File: config.mk
export PLATFORM = sky130hd
export DESIGN_NAME = bridge_ac_excitation_sequencer
export DESIGN_NICKNAME = d
export VERILOG_FILES = /design/src/design/excite_pkg.sv /design/src/design/phase_meas_if.sv /design/src/design/bridge_ac_excitation_sequencer.sv /design/src/design/chop_combiner.sv
export VERILOG_INCLUDE_DIRS = /design/src /design/src/design
export SDC_FILE = /design/constraint.sdc
export NUM_CORES = 1
export LEC_CHECK = 0
export ABC_AREA = 0
export BUFFER_PORTS_ARGS = -buffer_cell sky130_fd_sc_hd__clkbuf_2
export CAP_MARGIN = 25
export CORE_ASPECT_RATIO = 1.75
export CORE_MARGIN = 1
export CORE_UTILIZATION = 35
export CTS_CLUSTER_SIZE = 16
export DETAILED_ROUTE_END_ITERATION = 8
export HOLD_SLACK_MARGIN = 0.12
export PLACE_DENSITY = 0.58
export SLEW_MARGIN = 10
export SYNTH_ARGS = -nofsm -noshare
export SYNTH_HDL_FRONTEND = slang
export SYNTH_SLANG_ARGS = --single-unit
File: constraint.sdc
create_clock -name core_clk_i -period 2.4 [get_ports core_clk_i]
set_input_delay 0.24 -clock core_clk_i [delete_from_list [all_inputs] [get_ports core_clk_i]]
set_output_delay 0.24 -clock core_clk_i [all_outputs]
set_load 0.01 [all_outputs]
File: src/design/excite_consts.svh
`ifndef EXCITE_CONSTS_SVH
`define EXCITE_CONSTS_SVH
// Non-overlap gap in core clock cycles
`define EXCITE_DEAD_CYCLES 8'h10
`define EXCITE_DATA_W 24
`endif

File: src/design/excite_pkg.sv
package excite_pkg;
   typedef enum logic [3:0] {
      ST_IDLE = 4'h1,
      ST_FWD = 4'h2,
      ST_GAP = 4'h4,
      ST_REV = 4'h8
   } excite_state_t;
   typedef logic signed [23:0] sample_t;
endpackage : excite_pkg

File: src/design/phase_meas_if.sv
`timescale 1ns/1ps
`default_nettype none
interface phase_meas_if;
   logic valid;
   logic is_rev;
   excite_pkg::sample_t sample;
   modport src (output valid, output is_rev, output sample);
   modport dst (input valid, input is_rev, input sample);
endinterface : phase_meas_if
`default_nettype wire

File: src/design/bridge_ac_excitation_sequencer.sv
`timescale 1ns/1ps
`default_nettype none
`include "excite_consts.svh"
// What this block does
// Forward phase drives forward output high and reverse output low.
// Reverse phase drives forward output low and reverse output high.
// One measurement per phase end; forward and reverse combine into one result.
// Reference inputs swapped internally during the reverse phase.
// Drives never overlap; a gap separates release from the next assertion.
// Polarity toggles once per measurement, locked to the data rate.
// Chopping needs two phase measurements per result.
// First chopped result takes twice the normal latency, later ones do not.
// Later results combine newest measurement with the previous one.
// Result is forward minus reverse, halved.
// Each drive has an inverted companion output.
// Gap lasts a fixed cycle count with all drives off.
module bridge_ac_excitation_sequencer (
   input wire logic core_clk_i,
   input wire logic resetn_i,
   input wire logic chop_en_i,
   input wire logic conv_done_i,
   input wire excite_pkg::sample_t conv_data_i,
   output logic excite_drive_fwd_o,
   output logic excite_drive_rev_o,
   output logic excite_drive_fwd_n_o,
   output logic excite_drive_rev_n_o,
   output logic ref_swap_o,
   output logic phase_rev_o,
   output logic result_valid_o,
   output excite_pkg::sample_t result_o
);
   import excite_pkg::*;

   // ----------------------------------------
   // State decode helpers
   // ----------------------------------------
   // Forward pair conducts only in the forward phase
   function automatic logic drives_fwd(input excite_state_t s);
      return (s == ST_FWD);
   endfunction : drives_fwd

   // Reverse pair and the reference swap share this window
   function automatic logic drives_rev(input excite_state_t s);
      return (s == ST_REV);
   endfunction : drives_rev

   // A conversion is only paired when it ends inside a drive phase
   function automatic logic in_phase(input excite_state_t s);
      return drives_fwd(s) || drives_rev(s);
   endfunction : in_phase

   // ----------------------------------------
   // Phase sequencer
   // ----------------------------------------
   excite_state_t state_r;
   excite_state_t state_nxt;
   logic next_rev_r;
   logic [7:0] gap_cnt_r;
   logic gap_done;

   assign gap_done = (gap_cnt_r == 8'h01);

   always_comb begin
      state_nxt = state_r;
      case (state_r)
         ST_IDLE: begin
            if (chop_en_i) begin
               state_nxt = ST_GAP;
            end
         end
         ST_FWD, ST_REV: begin
            if (!chop_en_i || conv_done_i) begin
               state_nxt = ST_GAP;
            end
         end
         ST_GAP: begin
            if (!chop_en_i) begin
               state_nxt = ST_IDLE;
            end else if (gap_done) begin
               state_nxt = next_rev_r ? ST_REV : ST_FWD;
            end
         end
         default: begin
            state_nxt = ST_IDLE;
         end
      endcase
   end

   // ----------------------------------------
   // State register
   // ----------------------------------------
   always_ff @(posedge core_clk_i) begin
      if (!resetn_i) begin
         state_r <= ST_IDLE;
      end else begin
         state_r <= state_nxt;
      end
   end

   // ----------------------------------------
   // Polarity memory
   // ----------------------------------------
   // Polarity of the phase to come after the gap
   always_ff @(posedge core_clk_i) begin
      if (!resetn_i || state_r == ST_IDLE) begin
         next_rev_r <= 1'b0;
      end else if (state_r == ST_FWD && state_nxt == ST_GAP) begin
         next_rev_r <= 1'b1;
      end else if (state_r == ST_REV && state_nxt == ST_GAP) begin
         next_rev_r <= 1'b0;
      end
   end

   // ----------------------------------------
   // Dead-time counter
   // ----------------------------------------
   // Reloads on every entry, so a cut phase still gets the full gap
   always_ff @(posedge core_clk_i) begin
      if (!resetn_i) begin
         gap_cnt_r <= `EXCITE_DEAD_CYCLES;
      end else if (state_nxt == ST_GAP && state_r != ST_GAP) begin
         gap_cnt_r <= `EXCITE_DEAD_CYCLES;
      end else if (state_r == ST_GAP && !gap_done) begin
         gap_cnt_r <= gap_cnt_r - 8'h01;
      end
   end

   // ----------------------------------------
   // Drive outputs, registered from the next state
   // ----------------------------------------
   // Driving from state_nxt keeps pins aligned with the state register
   // Forward pair: true output and its companion always move together
   always_ff @(posedge core_clk_i) begin
      if (!resetn_i) begin
         excite_drive_fwd_o <= 1'b0;
         excite_drive_fwd_n_o <= 1'b1;
      end else begin
         excite_drive_fwd_o <= drives_fwd(state_nxt);
         excite_drive_fwd_n_o <= !drives_fwd(state_nxt);
      end
   end

   // Reverse pair
   always_ff @(posedge core_clk_i) begin
      if (!resetn_i) begin
         excite_drive_rev_o <= 1'b0;
         excite_drive_rev_n_o <= 1'b1;
      end else begin
         excite_drive_rev_o <= drives_rev(state_nxt);
         excite_drive_rev_n_o <= !drives_rev(state_nxt);
      end
   end

   // Swap window matches the reverse drive exactly, so the reference never goes negative
   always_ff @(posedge core_clk_i) begin
      if (!resetn_i) begin
         ref_swap_o <= 1'b0;
      end else begin
         ref_swap_o <= drives_rev(state_nxt);
      end
   end

   // Polarity flag for the converter's own bookkeeping
   always_ff @(posedge core_clk_i) begin
      if (!resetn_i) begin
         phase_rev_o <= 1'b0;
      end else begin
         phase_rev_o <= drives_rev(state_nxt);
      end
   end

   // ----------------------------------------
   // Measurement hand-off to the combiner
   // ----------------------------------------
   phase_meas_if meas_if ();
   logic meas_valid_r;
   logic meas_rev_r;
   sample_t meas_data_r;

   // Conversions outside a drive phase carry no valid polarity and are dropped
   always_ff @(posedge core_clk_i) begin
      if (!resetn_i) begin
         meas_valid_r <= 1'b0;
      end else begin
         meas_valid_r <= conv_done_i && chop_en_i && in_phase(state_r);
      end
   end

   // Polarity tag travels with the sample so the combiner pairs correctly
   always_ff @(posedge core_clk_i) begin
      if (!resetn_i) begin
         meas_rev_r <= 1'b0;
      end else begin
         meas_rev_r <= drives_rev(state_r);
      end
   end

   // Data captured every cycle; only the valid strobe qualifies it
   always_ff @(posedge core_clk_i) begin
      if (!resetn_i) begin
         meas_data_r <= '0;
      end else begin
         meas_data_r <= conv_data_i;
      end
   end

   assign meas_if.valid = meas_valid_r;
   assign meas_if.is_rev = meas_rev_r;
   assign meas_if.sample = meas_data_r;

   // Two phases before the first result doubles first latency only
   chop_combiner u_comb (
      .core_clk_i(core_clk_i),
      .resetn_i(resetn_i),
      .enable_i(chop_en_i),
      .meas(meas_if.dst),
      .result_valid_o(result_valid_o),
      .result_o(result_o)
   );
endmodule : bridge_ac_excitation_sequencer
`default_nettype wire

File: src/design/chop_combiner.sv
`timescale 1ns/1ps
`default_nettype none
`include "excite_consts.svh"
module chop_combiner (
   input wire logic core_clk_i,
   input wire logic resetn_i,
   input wire logic enable_i,
   phase_meas_if.dst meas,
   output logic result_valid_o,
   output excite_pkg::sample_t result_o
);
   import excite_pkg::*;
   sample_t fwd_r;
   sample_t rev_r;
   logic have_fwd_r;
   logic have_rev_r;

   // Halved difference kept in 25 bits so it cannot overflow
   function automatic sample_t half_diff(input sample_t a, input sample_t b);
      logic signed [24:0] d;
      d = 25'(signed'(a)) - 25'(signed'(b));
      return sample_t'(d >>> 1);
   endfunction : half_diff

   always_ff @(posedge core_clk_i) begin
      if (!resetn_i || !enable_i) begin
         fwd_r <= '0;
         rev_r <= '0;
         have_fwd_r <= 1'b0;
         have_rev_r <= 1'b0;
      end else if (meas.valid) begin
         if (meas.is_rev) begin
            rev_r <= meas.sample;
            have_rev_r <= 1'b1;
         end else begin
            fwd_r <= meas.sample;
            have_fwd_r <= 1'b1;
         end
      end
   end

   // First result only after both phases; then one per measurement
   always_ff @(posedge core_clk_i) begin
      if (!resetn_i || !enable_i) begin
         result_valid_o <= 1'b0;
         result_o <= '0;
      end else begin
         result_valid_o <= 1'b0;
         if (meas.valid) begin
            if (meas.is_rev && have_fwd_r) begin
               result_valid_o <= 1'b1;
               result_o <= half_diff(fwd_r, meas.sample);
            end else if (!meas.is_rev && have_rev_r) begin
               result_valid_o <= 1'b1;
               result_o <= half_diff(meas.sample, rev_r);
            end
         end
      end
   end
endmodule : chop_combiner
`default_nettype wire

==> impl_metrics.ini, run 1 <==
[run_status]
status = finished, final reports clean

[hold_path]
whs_path_depth = 2
hp-class = input pin to register

[critical_path]
cp.arrival_ns = 2.66
critPathSlowestCell = dfxtp_2
path_class = register to register
path_delay_family = compound AO/OA/AOI/OAI gates
r2r_cells = 11
cp-end-kind = register
start_kind = register
crit_cells = 11
crit_fanout = 3
crit_chain = nor2b_4 > fa_2 > nor2b_4 > o211ai_1 > nand2_1 > a211o_1 > a32oi_2 > a31oi_1 > xor2_1 > a22oi_1 > o2bb2ai_1
critPathMaxStageDelay_ns = 0.33
required_ns = 2.69
path_buf_inv = 0
cp_common_cell = nor2b_4

[synth]
synth.area.top_cells = dfxtp_1, ha_1, nand2_1
ys_ff_latch = 118
ys.flop_type = dfxtp_1
ys_warn_count = 0
syn-instance-count = 846
synth-edff-count = 0
synth_top_area_cell = dfxtp_1
yosysUniqueCellTypes = 71
synth_fp_nets = 924
synth-async-reset-ratio_pct = 0
synth_most_common_cell = nand2_1
syn_avg_cell_area_um2 = 7.852
syn_area_um2 = 6643
ys_seq_area_share_pct = 35.56
synth_common_cells = nand2_1, dfxtp_1, a21oi_1
synth_top_cell_area_share_pct = 35.56

[floorplanning]
core_region_area_um2 = 18580
die_area_um2 = 19560
start_util_pct = 35.75
num_rows = 66
ios = 59
die_x_um = 106.1
die_h_um = 184.2

[sta]
fin_skew_ns = 0.009172
period_share_pct = 98.35
finalCriticalPeriod_ns = 2.360
slew_violations = 0
fmax_mhz = 423.7
hold_viol = 0
tightestPinTransition_ns = 0.5388
slew_headroom_pct = 64.08
finalSetupViolCount = 0
rsz0062_at_grt = yes

[power]
leakagePower_uw = 0.003595
powerDensity_nw_per_um2 = 638.7
vdd_drop_max_v = 0.0004123

[grt]
grt_pass1_vias = 6460
grt_pass1_wl_mm = 32.34
grt_util_all_layers_pct = 22.15
grt_max_degree = 34
grt_overflow_total = 0
antenna_found_initial = 0

[detailed_routing]
initialDrtViolationCount = 259
vias_per_cell = 5.169
drc = 0
wl_mm = 20.98
first_pass_iters = 5
antenna_left = 0
wire_per_inst_um = 16.95
vias = 6399

[layout]
fillers = 1877
drive_above_1_share_pct = 24.40
diodes = 0
syn2layout_area_growth_pct = 34.41
nNetsFinal = 1065
design_area_um2 = 8929
finish.utilization_pct = 48.05

[job]
drv_cap = 0

[clocking]
root_buffer = clkbuf_16
clk-insertion-delay-late_ns = 0.42
cts_sinks = 118
cts_made_buffers = 17
clockBufferDepth = 2
cts_tree = done
h-tree-depth = 4
clkTransAtPathRegs_ns = 0.06

[place]
hpwl_mm = 16.08
place_area_um2 = 7614
numPortBuffers = 58
place_congestion = 0.9475
-- placed cells by master (no fill, tap or decap), drive strengths merged, types with 3 or more instances in the layout --
cell type	netlist	routed
xor2	16	16
a31oi	3	3
o21ai	49	49
dfxtp	118	118
or3	4	4
bufinv	0	6
xnor2	25	25
inv	58	59
a22oi	4	4
a21o	21	21
nor3	9	9
buf	2	72
a221oi	3	3
dlygate4sd3	0	24
or4	3	3
o21a	7	7
o211ai	6	6
a211oi	9	9
a21boi	4	4
nor2	67	67
and3	3	3
and2	32	32
nand3	12	12
nor4b	3	3
nor2b	9	9
a21oi	97	97
a32oi	3	3
nand2	151	151
clkinv	1	4
nand2b	6	6
nand3b	4	4
nand4	6	6
clkbuf	30	78
ha	48	48
o221ai	6	6
o21bai	5	5
-- report_power, final --
group	internal [uW]	total (uW)	switching, uW	leakage, uW
combinational	352	741	389	0.00230
sequential	1990	2020	30.5	0.000964
clock	2000	2950	943	0.000327
-- routing by layer --
| layer | up-vias | routed length [um] | GRT usage (%) |
|---|---|---|---|
| met4 | 0 | 1714 | 19.61 |
| met1 | 2978 | 6957 | 18.75 |
| li1 | 3183 | - | - |
| met3 | 76 | 600 | 3.713 |
| met5 | - | 0 | 0 |
| met2 | 162 | 11710 | 43.09 |
-- per-stage QoR --
stage,power (uW),instances,setup WS [ns],hold slack [ns],setup TNS (ns)
final,5702,1238,0.03959,0.1798,0
after global routing,5909,1238,-0.1010,0.1463,-0.5793
after CTS,5680,1233,-0.003034,0.1555,-0.003034
after detailed placement,2682,1176,-0.07517,0.4483,-0.3727
after global placement,2683,1176,-0.08822,0.4402,-0.2629
after floorplan,2434,846,0.01243,0.3673,0
-- registers in the layout (all words and copies together) (netlist names), 4 cells and up --
name / cells
u_comb.fwd_r: 24
gap_cnt_r: 8
u_comb.result_o: 24
state_r: 4
meas_data_r: 24
u_comb.rev_r: 24
-- final timing paths --
path,start,endpoint,slack (ns)
worst min register to register,u_comb.rev_r[22],u_comb.rev_r[22],0.45
worst min-delay path,conv_data_i[2],meas_data_r[2],0.18
worst max-delay path,u_comb.rev_r[0],u_comb.result_o[21],0.04
worst max register to register,u_comb.rev_r[0],u_comb.result_o[21],0.04
-- final cells by class --
type | count | area (um^2) | share of cell area (%)
multi-input cells | 637 | 4254 | 47.65
flip-flops and latches | 118 | 2392 | 26.79
repair buffers | 154 | 1084 | 12.14
clock buffers | 20 | 456.7 | 5.115
well taps | 238 | 297.8 | 3.335
clock inverters | 12 | 222.7 | 2.494
inverters | 59 | 221.5 | 2.480
-- timing repair --
| action | 4_1_cts | 5_1_grt |
|---|---|---|
| gates resized for setup | 15 | 69 |
| hold buffers | 24 | 0 |
| pin swaps | 7 | 37 |
| gates cloned | 0 | 0 |
| setup buffers | 1 | 5 |
| endpoints found under the hold margin | 24 | 0 |
| endpoints found under the setup margin | 9 | 13 |
-- logic make-up (layout without fill, tap and decap cells) --
group                    after synthesis  count (layout)  synth area share, %
flip-flops                           118             118                35.56
AO/OA/AOI/OAI                        230             230                21.98
multiplexers                           1               1               0.1695
XOR/XNOR                              41              41                5.406
AND/OR/NAND/NOR                      315             315                21.98
buffers and inverters                 91             245                5.255
adder cells (fa/ha/maj)               50              50                9.644
Note: power is estimated with default switching activity, not from simulation.
==> run 2: changes to the inputs <==
CORE_ASPECT_RATIO = 2   (was 1.75)
GPL_TIMING_DRIVEN = 0   (was not set)
HOLD_SLACK_MARGIN = 0.1   (was 0.12)
==> run 2 against run 1 <==
Net effect: the flow now finishes with violations (setup timing); combinational power fell by 7.0%; clock skew shrank 0.0028 ns; core utilization down 0.63 points; sequential power about the same; via count is 0.44% lower; clock power fell by 16%; worst setup slack got worse by 0.082 ns; flip-flop and latch count did not move; critical path type unchanged; largest cell class unchanged; largest power group unchanged.
==> impl_metrics.ini, run 2 (synthesized netlist as in run 1, its figures left out) <==
[layout]
drive_above_1_share_pct = 23.05
final_common_cell = nand2_1
design_area_um2 = 8722
syn2layout_area_growth_pct = 31.31
final_cell_mix = nand2_1, dfxtp_1, a21oi_1, nor2_1, clkbuf_2
diodes = 0
nNetsFinal = 1054
fin_cells = 1205

[power]
leakagePower_uw = 0.003394
total_power_uw = 5201
vdd_drop_max_v = 0.0004061
powerDensity_nw_per_um2 = 596.3

[clocking]
clk-insertion-delay-late_ns = 0.42
clockBufferDepth = 2
clkTransAtPathRegs_ns = 0.06
cts_made_buffers = 17
cts_sinks = 118
h-tree-depth = 4
cts_tree = done
root_buffer = clkbuf_16

[sta]
hold_viol = 0
slew_violations = 0
fin_skew_ns = 0.006391
finalCriticalPeriod_ns = 2.443
tightestPinTransition_ns = 0.7182
fmax_mhz = 409.4
setup_ws_ns = -0.04250
period_share_pct = 101.8
finalSetupViolCount = 3
slew_headroom_pct = 52.12
rsz0062_at_grt = yes

[floorplanning]
core_region_area_um2 = 18390
die_area_um2 = 19570
die_x_um = 99.42
start_util_pct = 36.12
ios = 59
num_rows = 70
die_h_um = 196.8

[grt]
grt_max_degree = 17
antenna_found_initial = 0
grt_util_all_layers_pct = 21.29
grt_pass1_wl_mm = 31.02
grt_overflow_total = 0
grt_pass1_vias = 6032

[critical_path]
crit_cells = 11
cp-end-kind = register
crit_path_start = u_comb.rev_r[0]
path_buf_inv = 0
start_kind = register
r2r_cells = 11
crit_chain = nor2b_4 > fa_2 > nor2b_2 > o211ai_1 > nand2_1 > a211o_1 > nand2_4 > o21ai_4 > a21boi_2 > o31ai_2 > a21oi_1
endpoint = u_comb.result_o[23]
path_class = register to register
regToRegStartpoint = u_comb.rev_r[0]
regToRegSetupSlack_ns = -0.04
critPathMaxStageDelay_ns = 0.40
critPathSlowestCell = fa_2
r2r_end = u_comb.result_o[23]
cp.arrival_ns = 2.74
path_delay_family = compound AO/OA/AOI/OAI gates
required_ns = 2.70
crit_fanout = 3

[job]
drv_cap = 0

[detailed_routing]
wl_mm = 20.21
antenna_left = 0
initialDrtViolationCount = 187
wire_per_inst_um = 16.77
vias = 6371
first_pass_iters = 4
vias_per_cell = 5.287
drc = 0

[place]
hpwl_mm = 15.16
dp_slack_ns = -0.5006
place_congestion = 0.8967
place_area_um2 = 7198
numPortBuffers = 57
dp.cells = 1119

[run_status]
violations = setup timing
status = finished with violations

[hold_path]
hp-class = input pin to register
[run 2: cell count changes in the layout (fill, tap and decap cells not counted), moves of 3 or more]
cell / before / now
inv_1: 56 / 52
ha_1: 31 / 27
buf_4: 71 / 32
inv_2: 2 / 6
clkbuf_1: 1 / 29
clkinv_4: 1 / 4
dfxtp_1: 102 / 96
dfxtp_2: 12 / 5
bufinv_16: 6 / 1
dfxtp_4: 4 / 17
[run 2: final cells by class]
| type | instances | area [um^2] |
|---|---|---|
| sequential | 118 | 2432 |
| multi-input combinational | 637 | 4337 |
| clock buffer | 20 | 456.7 |
| clock inverter | 12 | 118.9 |
| inverter | 59 | 221.5 |
| buffer | 31 | 125.1 |
| tap | 216 | 270.3 |
| fill | 1839 | 9671 |
| timing repair buffer | 112 | 760.7 |
[run 2: power by group]
group          leakage [uW]  switching [uW]  internal [uW]  total (uW)
Sequential         0.000970            49.6           1980        2030
Clock              0.000274             995           1490        2480
Combinational       0.00215             371            318         689
Total               0.00339            1420           3790        5200
[run 2: routing by layer]
metal	GRT usage, %	vias to the layer above	share of wire, %
met3	3.369	65	3.2
met2	40.41	155	54
met4	18.41	0	8.7
met5	0	-	0
met1	18.97	2994	34
li1	-	3157	-
[run 2: metrics by stage]
step                      utilization (%)  hold slack, ns  setup TNS, ns
after floorplan                         -          0.3673              0
after global placement              39.14          0.4403         -3.335
after detailed placement            39.14          0.4465         -3.267
after CTS                           45.50          0.1449       -0.02468
after global routing                47.42          0.1868         -1.073
final                               47.42          0.1647        -0.1101
[run 2: worst min path at each step]
| stage | startpoint | end | slack, ns | cells after the start |
|---|---|---|---|---|
| 3_3_place_gp | u_comb.rev_r[0] | u_comb.rev_r[0] | 0.44 | 2 |
| 5_1_grt | chop_en_i | state_r[0] | 0.19 | 4 |
| 2_1_floorplan | conv_data_i[0] | meas_data_r[0] | 0.37 | 1 |
| 4_1_cts | chop_en_i | state_r[0] | 0.14 | 4 |
| 6_report | chop_en_i | state_r[0] | 0.16 | 4 |
| 3_5_place_dp | u_comb.rev_r[16] | u_comb.rev_r[16] | 0.45 | 2 |
[run 2: tightest hold or removal path, stage by stage]
cell and delay [ns]:
clkbuf_2 0.14, nand2_1 0.08, nand2_1 0.05, nand2_1 0.05
[run 2: what timing repair did]
item	CTS	global route
pin swaps	23	44
endpoints found under the setup margin	14	14
hold endpoints to repair	25	0
buffers inserted	17	13
hold buffers	25	0
gates cloned	0	0
resized for setup	60	68
==> run 3: changes to the inputs <==
CORE_ASPECT_RATIO = not set   (was 2)
SYNTH_HIERARCHICAL = 1   (was not set)
TNS_END_PERCENT = 10   (was not set)
==> run 3 against run 2 <==
Net effect: the run still ends with setup timing left; register-to-register slack worse by 0.40 ns; core utilization fell by 3.6 points; flip-flop and latch count is the same; critical endpoint is now u_comb/result_o[21]; largest cell class unchanged.
==> impl_metrics.ini, run 3 <==
[detailed_routing]
vias = 6071
drt-met1-wl_mm = 8.769
antenna_left = 0
wl_met2_mm = 8.550
initialDrtViolationCount = 385
met3WireLength_um = 746
vias_per_cell = 5.102
drc = 0
wire_per_inst_um = 15.41
topRoutingLayerUsed = met4
first_pass_iters = 5
wl_mm = 18.34

[clocking]
root_buffer = clkbuf_16
clk-insertion-delay-late_ns = 0.42
cts_sinks = 118
cts_tree = done
clkTransAtPathRegs_ns = 0.05
h-tree-depth = 4
cts_setup_buffers = 0
clockBufferDepth = 2
cts_made_buffers = 17

[synth]
synth_common_cells = nand2_1, dfxtp_1, a21oi_1
synth_xor_xnor_area_share_pct = 6.166
synth_fp_nets = 921
yosysUniqueCellTypes = 65
synthAdderAreaFrac_pct = 9.595
synth-async-reset-ratio_pct = 0
ys_warn_count = 6
ys_ff_latch = 118
synth_top_family_by_area = compound AO/OA/AOI/OAI gates
synth.area.top_cells = dfxtp_1, ha_1, nand2_1
ys_seq_area_share_pct = 35.38
synth_top_cell_area_share_pct = 35.38
synth_compound_area_share_pct = 21.81
synth_top_area_cell = dfxtp_1
synth-edff-count = 0
ys.flop_type = dfxtp_1
syn_area_um2 = 6676
syn-instance-count = 843
synth-simple-area-share_pct = 21.01
syn_avg_cell_area_um2 = 7.920
synth_most_common_cell = nand2_1
synth_mux_area_share_pct = 0

[sta]
finalSetupViolCount = 13
fin_skew_ns = 0.008652
slew_violations = 0
fmax_mhz = 352.4
finalCriticalPeriod_ns = 2.838
rsz0062_at_grt = yes
tightestPinTransition_ns = 0.8179
period_share_pct = 118.2
setup_ws_ns = -0.4375
hold_viol = 0
slew_headroom_pct = 45.11
holdWs_ns = 0.1519

[layout]
fillers = 1891
drive_above_1_share_pct = 13.81
diodes = 0
final_cell_mix = nand2_1, dfxtp_1, a21oi_1, inv_1, clkbuf_2
seq_area_um2 = 2374
final_common_cell = nand2_1
syn2layout_area_growth_pct = 22.69
multi_input_area_um2 = 4030
nNetsFinal = 1023

[grt]
grt_util_all_layers_pct = 19.72
grt_overflow_total = 0
grt_max_degree = 17
grt_pass1_wl_mm = 30.06
antenna_found_initial = 0
grt_pass1_vias = 5874

[run_status]
violations = setup timing
status = finished with violations

[floorplanning]
num_rows = 50
die_x_um = 140.1
core_region_area_um2 = 18710
start_util_pct = 35.69
die_area_um2 = 19630
ios = 59
die_h_um = 140.1

[critical_path]
critPathMaxStageDelay_ns = 0.39
endpoint = u_comb/result_o[21]
cp.arrival_ns = 3.12
r2r_end = u_comb/result_o[21]
crit_chain = inv_4 > fa_2 > and2b_2 > o2111ai_2 > a311o_1 > a31oi_4 > o32ai_4 > o31a_1 > a21oi_2 > xnor2_1 > a21oi_1
required_ns = 2.69
cp-end-kind = register
critPathSlowestCell = dfxtp_4
crit_fanout = 5
regToRegStartpoint = meas_data_r[1]
regToRegSetupSlack_ns = -0.44
r2r_cells = 11
crit_path_start = meas_data_r[1]
start_kind = register
path_class = register to register

[place]
dp_slack_ns = -0.7519
hpwl_mm = 13.50
numPortBuffers = 58
place_congestion = 0.8561

[power]
powerDensity_nw_per_um2 = 607.8
total_power_uw = 4979
leakagePower_uw = 0.003222
vdd_drop_max_v = 0.0005068

[hold_path]
hold_start = chop_en_i
hp-class = input pin to register

[job]
drv_cap = 0
==> run 3: changes by cell type in the layout (fill, tap and decap cells not counted), sizes merged, moves of 8 or more <==
cell    delta
buf       -26
nor2      -20
clkbuf    +13
o21ai     -12
nand2     -11
nand3      +8
==> run 3: layout make-up <==
cell class | count | area share [%]
buffer | 40 | 2.184
multi-input combinational | 625 | 49.20
sequential | 118 | 28.98
clock buffer | 27 | 6.507
tap | 234 | 3.574
inverter | 60 | 2.780
timing repair buffer | 83 | 6.598
clock inverter | 3 | 0.1833
==> run 3: through the flow <==
step | std cells | setup TNS [ns] | area [um^2] | utilization [%]
final | 1190 | -2.996 | 8192 | 43.79
after global routing | 1190 | -4.620 | 8192 | 43.79
after CTS | 1190 | -3.088 | 8149 | 43.57
after detailed placement | 1135 | -5.468 | 7281 | 38.92
after global placement | 1135 | -5.558 | 7281 | 38.92
after floorplan | 843 | -0.05944 | 6698 | -
==> run 3: worst min path at each step <==
| stage | cells past startpoint | end | slack [ns] |
|---|---|---|---|
| final | 2 | state_r[0] | 0.15 |
| after floorplan | 1 | state_r[0] | 0.34 |
| after detailed placement | 2 | u_comb/rev_r[8] | 0.45 |
| after global routing | 2 | state_r[0] | 0.17 |
| after global placement | 2 | u_comb/have_rev_r | 0.44 |
| after CTS | 2 | state_r[0] | 0.14 |
==> run 3: what timing repair did <==
| item | CTS | global route |
|---|---|---|
| pin swaps | 2 | 5 |
| hold buffers | 25 | 0 |
| setup endpoints to repair | 17 | 16 |
| hold endpoints to repair | 25 | 0 |
| resized for setup | 20 | 13 |
==> run 3: routing by layer <==
layer	track usage [%]	vias up
met1	25.15	2839
li1	-	3108
met2	33.05	104
met5	0	-
met3	4.479	20
met4	5.957	0
==> run 3: cells by family (layout without fill, tap and decap cells) <==
kind of cell / after synthesis / count (layout)
and+or+nand+nor: 298 / 298
AOI/OAI and AO/OA: 230 / 230
DFF: 118 / 118
buffers and inverters: 100 / 213
adders and majority gates: 50 / 50
xor gates and xnor gates: 47 / 47
==> run 3: worst max-delay path: cells and delay by family (launching register included) <==
kind,cells,cell delay [ns]
DFF,1,0.39
and+or+nand+nor,1,0.25
adders and majority gates,1,0.35
xor gates and xnor gates,1,0.16
AOI/OAI and AO/OA,7,1.50
buffers and inverters,1,0.04
==> run 3: power breakdown <==
| group | leakage, uW | internal (uW) | switching, uW |
|---|---|---|---|
| Clock | 0.000275 | 1490 | 859 |
| Combinational | 0.00199 | 264 | 340 |
| Sequential | 0.000960 | 1990 | 33.3 |
